### src/core/ccs_pkg.sv
// Constants for the core clock speed select block
// Operation
// - Double speed: six input periods per cycle
// - Standard mode halves input before phase generator
// - Halved clock feeds core and peripherals
// - Software bit disables the halving stage
// - Double speed bypasses divider for all
// - Mode change taken on halved rising edge
// - Idle stops core, peripherals keep running
// - Power-down keeps RAM, stops everything else
// - Static logic keeps state at any rate
package ccs_pkg;
  // ----------------------------------------
  // Timing
  // ----------------------------------------
  localparam int          CLK_PERIOD_NS    = 100;
  localparam int          PHASES_PER_CYCLE = 6;
  localparam int          STD_DIVIDE       = 2;
  localparam logic [2:0]  PHASE_LAST       = 3'(PHASES_PER_CYCLE - 1);
  localparam logic        SPEED_RESET      = 1'b0;
  localparam logic        HALF_RESET       = 1'b0;
  localparam logic [2:0]  PHASE_RESET      = 3'h0;
  localparam logic [1:0]  MCLK_PER_PHASE_STD = 2'(STD_DIVIDE);
endpackage

### src/core/ccs_clock_ctrl.sv
// Clock speed select with idle and power-down gating
module ccs_clock_ctrl (
  input  wire logic       mclk,
  input  wire logic       reset_n,
  input  wire logic       double_speed_select,
  input  wire logic       idle_req,
  input  wire logic       power_down_req,
  output logic            core_tick,
  output logic            periph_tick,
  output logic            ram_hold,
  output logic            speed_active,
  output logic            cycle_end,
  output logic [2:0]      phase
);
  logic half;
  logic speed;
  logic next_half;
  logic next_speed;
  logic base_tick;
  logic half_rise;
  logic pgen_end;

  // ----------------------------------------
  // Divide by two and mode switch
  // ----------------------------------------
  // Speed changes only at a halved rising edge so no short tick appears
  always_comb begin
    next_half  = ~half;
    next_speed = speed;
    if (power_down_req) begin
      next_half = half;
    end else if (half_rise) begin
      next_speed = double_speed_select;
    end
  end

  assign half_rise = !power_down_req && !half;

  always_ff @(posedge mclk) begin
    if (!reset_n) begin
      half  <= ccs_pkg::HALF_RESET;
      speed <= ccs_pkg::SPEED_RESET;
    end else begin
      half  <= next_half;
      speed <= next_speed;
    end
  end

  // ----------------------------------------
  // Tick selection and gating
  // ----------------------------------------
  // Standard mode ticks on halved edge; double speed ticks every clock
  assign base_tick   = !power_down_req && (speed ? 1'b1 : half_rise);
  assign periph_tick = base_tick;
  assign core_tick   = base_tick && !idle_req;
  assign ram_hold    = power_down_req;
  assign speed_active = speed;

  ccs_phase_gen u_pgen (
    .mclk      (mclk),
    .reset_n   (reset_n),
    .tick      (core_tick),
    .phase     (phase),
    .cycle_end (pgen_end)
  );
  assign cycle_end = pgen_end;

  // ----------------------------------------
  // Checks
  // ----------------------------------------
  // Clocks since the last cycle end while running free in standard mode
  logic [4:0] gap;
  always_ff @(posedge mclk) begin
    if (!reset_n || cycle_end || speed || idle_req || power_down_req) begin
      gap <= 5'h0;
    end else begin
      gap <= gap + 5'h1;
    end
  end

  chk_reset_standard: assert property (@(posedge mclk) $rose(reset_n) |-> !speed)
    else $error("speed not standard after reset");
  chk_switch_on_half: assert property (@(posedge mclk) disable iff (!reset_n)
    $changed(speed) |-> $past(half_rise))
    else $error("speed changed off halved edge");
  chk_std_alternate: assert property (@(posedge mclk) disable iff (!reset_n)
    (!speed && !power_down_req && base_tick) ##1 !speed |-> !base_tick)
    else $error("standard tick not halved");
  chk_std_period: assert property (@(posedge mclk) disable iff (!reset_n)
    gap < 5'h0c)
    else $error("standard cycle longer than twelve clocks");
  chk_select_taken: assert property (@(posedge mclk) disable iff (!reset_n)
    ($past(reset_n) && $past(half_rise)) |-> (speed == $past(double_speed_select)))
    else $error("select not taken on halved edge");
  chk_double_every: assert property (@(posedge mclk) disable iff (!reset_n)
    (speed && !power_down_req) |-> base_tick)
    else $error("double speed tick missing");
  chk_idle_core_stop: assert property (@(posedge mclk) disable iff (!reset_n)
    idle_req |-> !core_tick && (periph_tick == base_tick))
    else $error("idle gating wrong");
  chk_pd_all_stop: assert property (@(posedge mclk) disable iff (!reset_n)
    power_down_req |=> $stable(phase) && $stable(speed))
    else $error("state moved in power down");
  chk_six_ticks: assert property (@(posedge mclk) disable iff (!reset_n)
    (speed && !idle_req && !power_down_req && cycle_end) ##1
    (speed && !idle_req && !power_down_req)[*6] |-> cycle_end)
    else $error("double cycle not six clocks");
  chk_periph_follows: assert property (@(posedge mclk) disable iff (!reset_n)
    periph_tick |-> !power_down_req)
    else $error("peripheral ticked in power down");
  chk_phase_range: assert property (@(posedge mclk) disable iff (!reset_n)
    phase <= ccs_pkg::PHASE_LAST)
    else $error("phase out of range");

  cov_double: cover property (@(posedge mclk) disable iff (!reset_n) $rose(speed));
  cov_back_std: cover property (@(posedge mclk) disable iff (!reset_n) $fell(speed));
  cov_idle: cover property (@(posedge mclk) disable iff (!reset_n) idle_req && periph_tick);
  cov_pd: cover property (@(posedge mclk) disable iff (!reset_n) power_down_req[*3]);
  cov_double_end: cover property (@(posedge mclk) disable iff (!reset_n) speed && cycle_end);
endmodule // ccs_clock_ctrl

### src/core/ccs_phase_gen.sv
// Phase generator: counts six clock ticks per machine cycle
module ccs_phase_gen (
  input  wire logic       mclk,
  input  wire logic       reset_n,
  input  wire logic       tick,
  output logic [2:0]      phase,
  output logic            cycle_end
);
  logic [2:0] next_phase;

  // ----------------------------------------
  // Phase counter
  // ----------------------------------------
  // Holds value when tick is low, so a stopped or slow clock loses nothing
  always_comb begin
    next_phase = phase;
    if (tick) begin
      if (phase == ccs_pkg::PHASE_LAST) begin
        next_phase = ccs_pkg::PHASE_RESET;
      end else begin
        next_phase = phase + 3'h1;
      end
    end
  end

  always_ff @(posedge mclk) begin
    if (!reset_n) begin
      phase <= ccs_pkg::PHASE_RESET;
    end else begin
      phase <= next_phase;
    end
  end

  assign cycle_end = tick && (phase == ccs_pkg::PHASE_LAST);
endmodule // ccs_phase_gen

### config.mk
export PLATFORM = sky130hd
export DESIGN_NAME = ccs_clock_ctrl
export DESIGN_NICKNAME = d
export VERILOG_FILES = /design/src/core/ccs_pkg.sv /design/src/core/ccs_clock_ctrl.sv /design/src/core/ccs_phase_gen.sv
export SDC_FILE = /design/constraint.sdc
export NUM_CORES = 1
export LEC_CHECK = 0
export CAP_MARGIN = 10
export CELL_PAD_IN_SITES_DETAIL_PLACEMENT = 1
export CELL_PAD_IN_SITES_GLOBAL_PLACEMENT = 1
export CORE_AREA = 2 2 39 41
export DETAILED_ROUTE_END_ITERATION = 12
export DIE_AREA = 0 0 41 43
export DONT_BUFFER_PORTS = 1
export PLACE_DENSITY = 0.41
export SLEW_MARGIN = 20
export SYNTH_ARGS = -nofsm -noshare
export SYNTH_HDL_FRONTEND = slang
export SYNTH_HIERARCHICAL = 1
export SYNTH_SLANG_ARGS = --single-unit
### constraint.sdc
create_clock -name mclk -period 2 [get_ports mclk]
set_input_delay 0.6 -clock mclk [delete_from_list [all_inputs] [get_ports mclk]]
set_output_delay 0.6 -clock mclk [all_outputs]
set_load 0.02 [all_outputs]
==> impl_metrics.tcl <==
set metrics [dict create \
    status "complete, no violations" \
    ir_worst_vdd_uv 255 \
    grt_max_degree 7 \
    multi_input_area_sq_um 138 \
    synth_flop_cell "dfxtp_1" \
    crit_path_start_kind "register" \
    n_antenna_cell 0 \
    synthTopCellsByCount "dfxtp_1 (5), a21boi_0 (2), and2_1 (2), o21a_1 (2)" \
    core_sq_mm 0.00138 \
    leakage_nw 0.123 \
    drc_errors 0 \
    reg2reg_from "half" \
    path_clk_slew_ns 0.05 \
    avgViaCountPerCell 4.44 \
    wl_per_cell_microns 14.1 \
    async_flop_share_pct 0 \
    die_area_sq_mm 0.00176 \
    cap_violations 0 \
    ys_ff_latch 5 \
    synth_cell_types 16 \
    worst_slack_ns 0.193 \
    antenna_found_initial 0 \
    layout-drive-gt1-share_pct 27.6 \
    routed-wl-met3_microns 113 \
    ys_seq_area_share_pct 42.3 \
    ioPinCount 13 \
    io_buffers 0 \
    power_density_mw_per_mm2 863 \
    synth_top_area_cell "dfxtp_1" \
    report.final.slew_viol_count 0 \
    synth_area_sq_um 236 \
    crit_start "half" \
    period_needed_ns 1.81 \
    seqCellArea_sq_um 100 \
    pre_cts_slack_ns 0.253 \
    clock_path_buffers 2 \
    fmax_mhz 553 \
    min-delay-start "power_down_req" \
    first_iter_violations 1 \
    drt-pass1-iter-count 2 \
    nFillCells 172 \
    synth.most_common_cell "dfxtp_1" \
    die_h_microns 43 \
    start_util_pct 17.1 \
    numCtsBuffers 3 \
    rsz0062_at_grt "no" \
    cts.sinks 5 \
    cp_max_fo 5 \
    avgSynthCellArea_sq_um 10.3 \
    gr-usage-all-layers_pct 9.74 \
    end_kind "primary output" \
    synth_top_area_share_pct 42.3 \
    cts_max_level 1 \
    setup_viol_count_final 0 \
    clock_skew_ns 0.00407 \
    met1Wirelength_microns 213 \
    finalHoldViolCount 0 \
    first_global_vias 240 \
    timing.final.crit_share_pct 90.3 \
    root_buffer "clkbuf_4" \
    syn-num-nets 28 \
    fp.dieW_microns 41 \
    grt_overflow 0 \
    clk_latency_ns 0.24 \
    relSlewSlack_pct 70.6 \
    cp.arrival_ns 1.21 \
    crit_type "register to primary output" \
    routabilityCongestion 0.528 \
    placementRows 14 \
    hold_buffers 0 \
    nNetsFinal 35 \
    worstMarginPinSlew_ns 0.443 \
    ys_warn_count 6 \
    synthCells 23 \
    synth_area_leaders "dfxtp_1 (42%), a21boi_0 (6.3%), o21a_1 (6.3%)" \
    final_antenna_net_count 0 \
    fin_tns_setup_ns 0 \
    crit_required_ns 1.40 \
    ctsResizeCount 0 \
    route.top_layer_used "met3" \
    dr_wl_met2_microns 307 \
    wirelength_microns 633 \
    grt_pass1_wl_mm 1.10 \
    area_growth_pct 31.2 \
    vias 200 \
    cts_tree "yes" \
    post_cts_buffers 0 \
    dp_hpwl_microns 503 \
    synth_edf_count 0 \
    hp-class "input port to register" \
]
## path summary, 6_finish.rpt
path / endpoint / slack (ns) / cells past startpoint
hold / removal: speed_active / 0.46 / 1
setup / recovery: cycle_end / 0.19 / 2
hold reg to reg: speed_active / 0.61 / 1
setup reg to reg: u_pgen/phase[2] / 0.77 / 4
## worst max-delay path: stages (launching register included)
cell	delay, ns
dfxtp_1	0.37
a211oi_4	0.26
and4b_2	0.33
## routing by layer
layer | up-vias | GRT usage [%]
li1 | 96 | -
met1 | 91 | 9.97
met2 | 13 | 13.4
met3 | 0 | 5.76
met4 | 0 | 8.00
met5 | - | 0
## layout make-up
class | instances | area share (%)
clock buffer | 4 | 8.47
inverter | 1 | 1.21
multi-input combinational | 16 | 44.4
sequential | 5 | 32.3
tap | 16 | 6.45
timing repair buffer | 3 | 7.26
## state kept, by name, summed over array words and instances (netlist names)
signal,flops
u_pgen/phase,3
half,1
speed_active,1
## where the power goes
group,internal (W),switching (W),leakage [nW],total [W]
sequential,0.000106,0.00000734,0.0409,0.000114
clock,0.0000755,0.0000419,0.0150,0.000117
combinational,0.0000161,0.0000207,0.0673,0.0000368
total,0.000198,0.0000699,0.123,0.000268
## stage by stage
step	power (W)	std cells	hold WS (ns)	cell area (sq um)	utilization, %
4_1_cts	0.000277	45	0.444	310	22.4
3_5_place_dp	0.000153	41	0.614	284	20.5
5_1_grt	0.000290	45	0.445	310	22.4
6_report	0.000268	45	0.457	310	22.4
2_1_floorplan	0.000143	23	0.562	249	-
3_3_place_gp	0.000151	41	0.594	284	20.5
## cell families after synthesis
logic type | after synthesis | share of synthesized area [%]
buffers and inverters | 2 | 4.76
AND/OR/NAND/NOR | 6 | 21.2
flip-flops | 5 | 42.3
XOR/XNOR | 2 | 7.41
AO/OA/AOI/OAI | 8 | 24.3
## layout by cell type (no fill, tap or decap)
| cell type | count |
|---|---|
| and4b_1 | 1 |
| inv_1 | 1 |
| xnor2_1 | 1 |
| a21boi_0 | 2 |
| o31ai_1 | 1 |
| xor2_1 | 1 |
| a21oi_1 | 1 |
| o21a_1 | 2 |
| a211oi_4 | 1 |
| and4bb_1 | 1 |
| nand2_1 | 1 |
| buf_4 | 3 |
| and4b_2 | 1 |
| and2_1 | 2 |
| o211ai_1 | 1 |
| clkbuf_1 | 1 |
| clkbuf_4 | 3 |
| dfxtp_1 | 5 |
No activity file was read; power rests on OpenSTA's default activity.
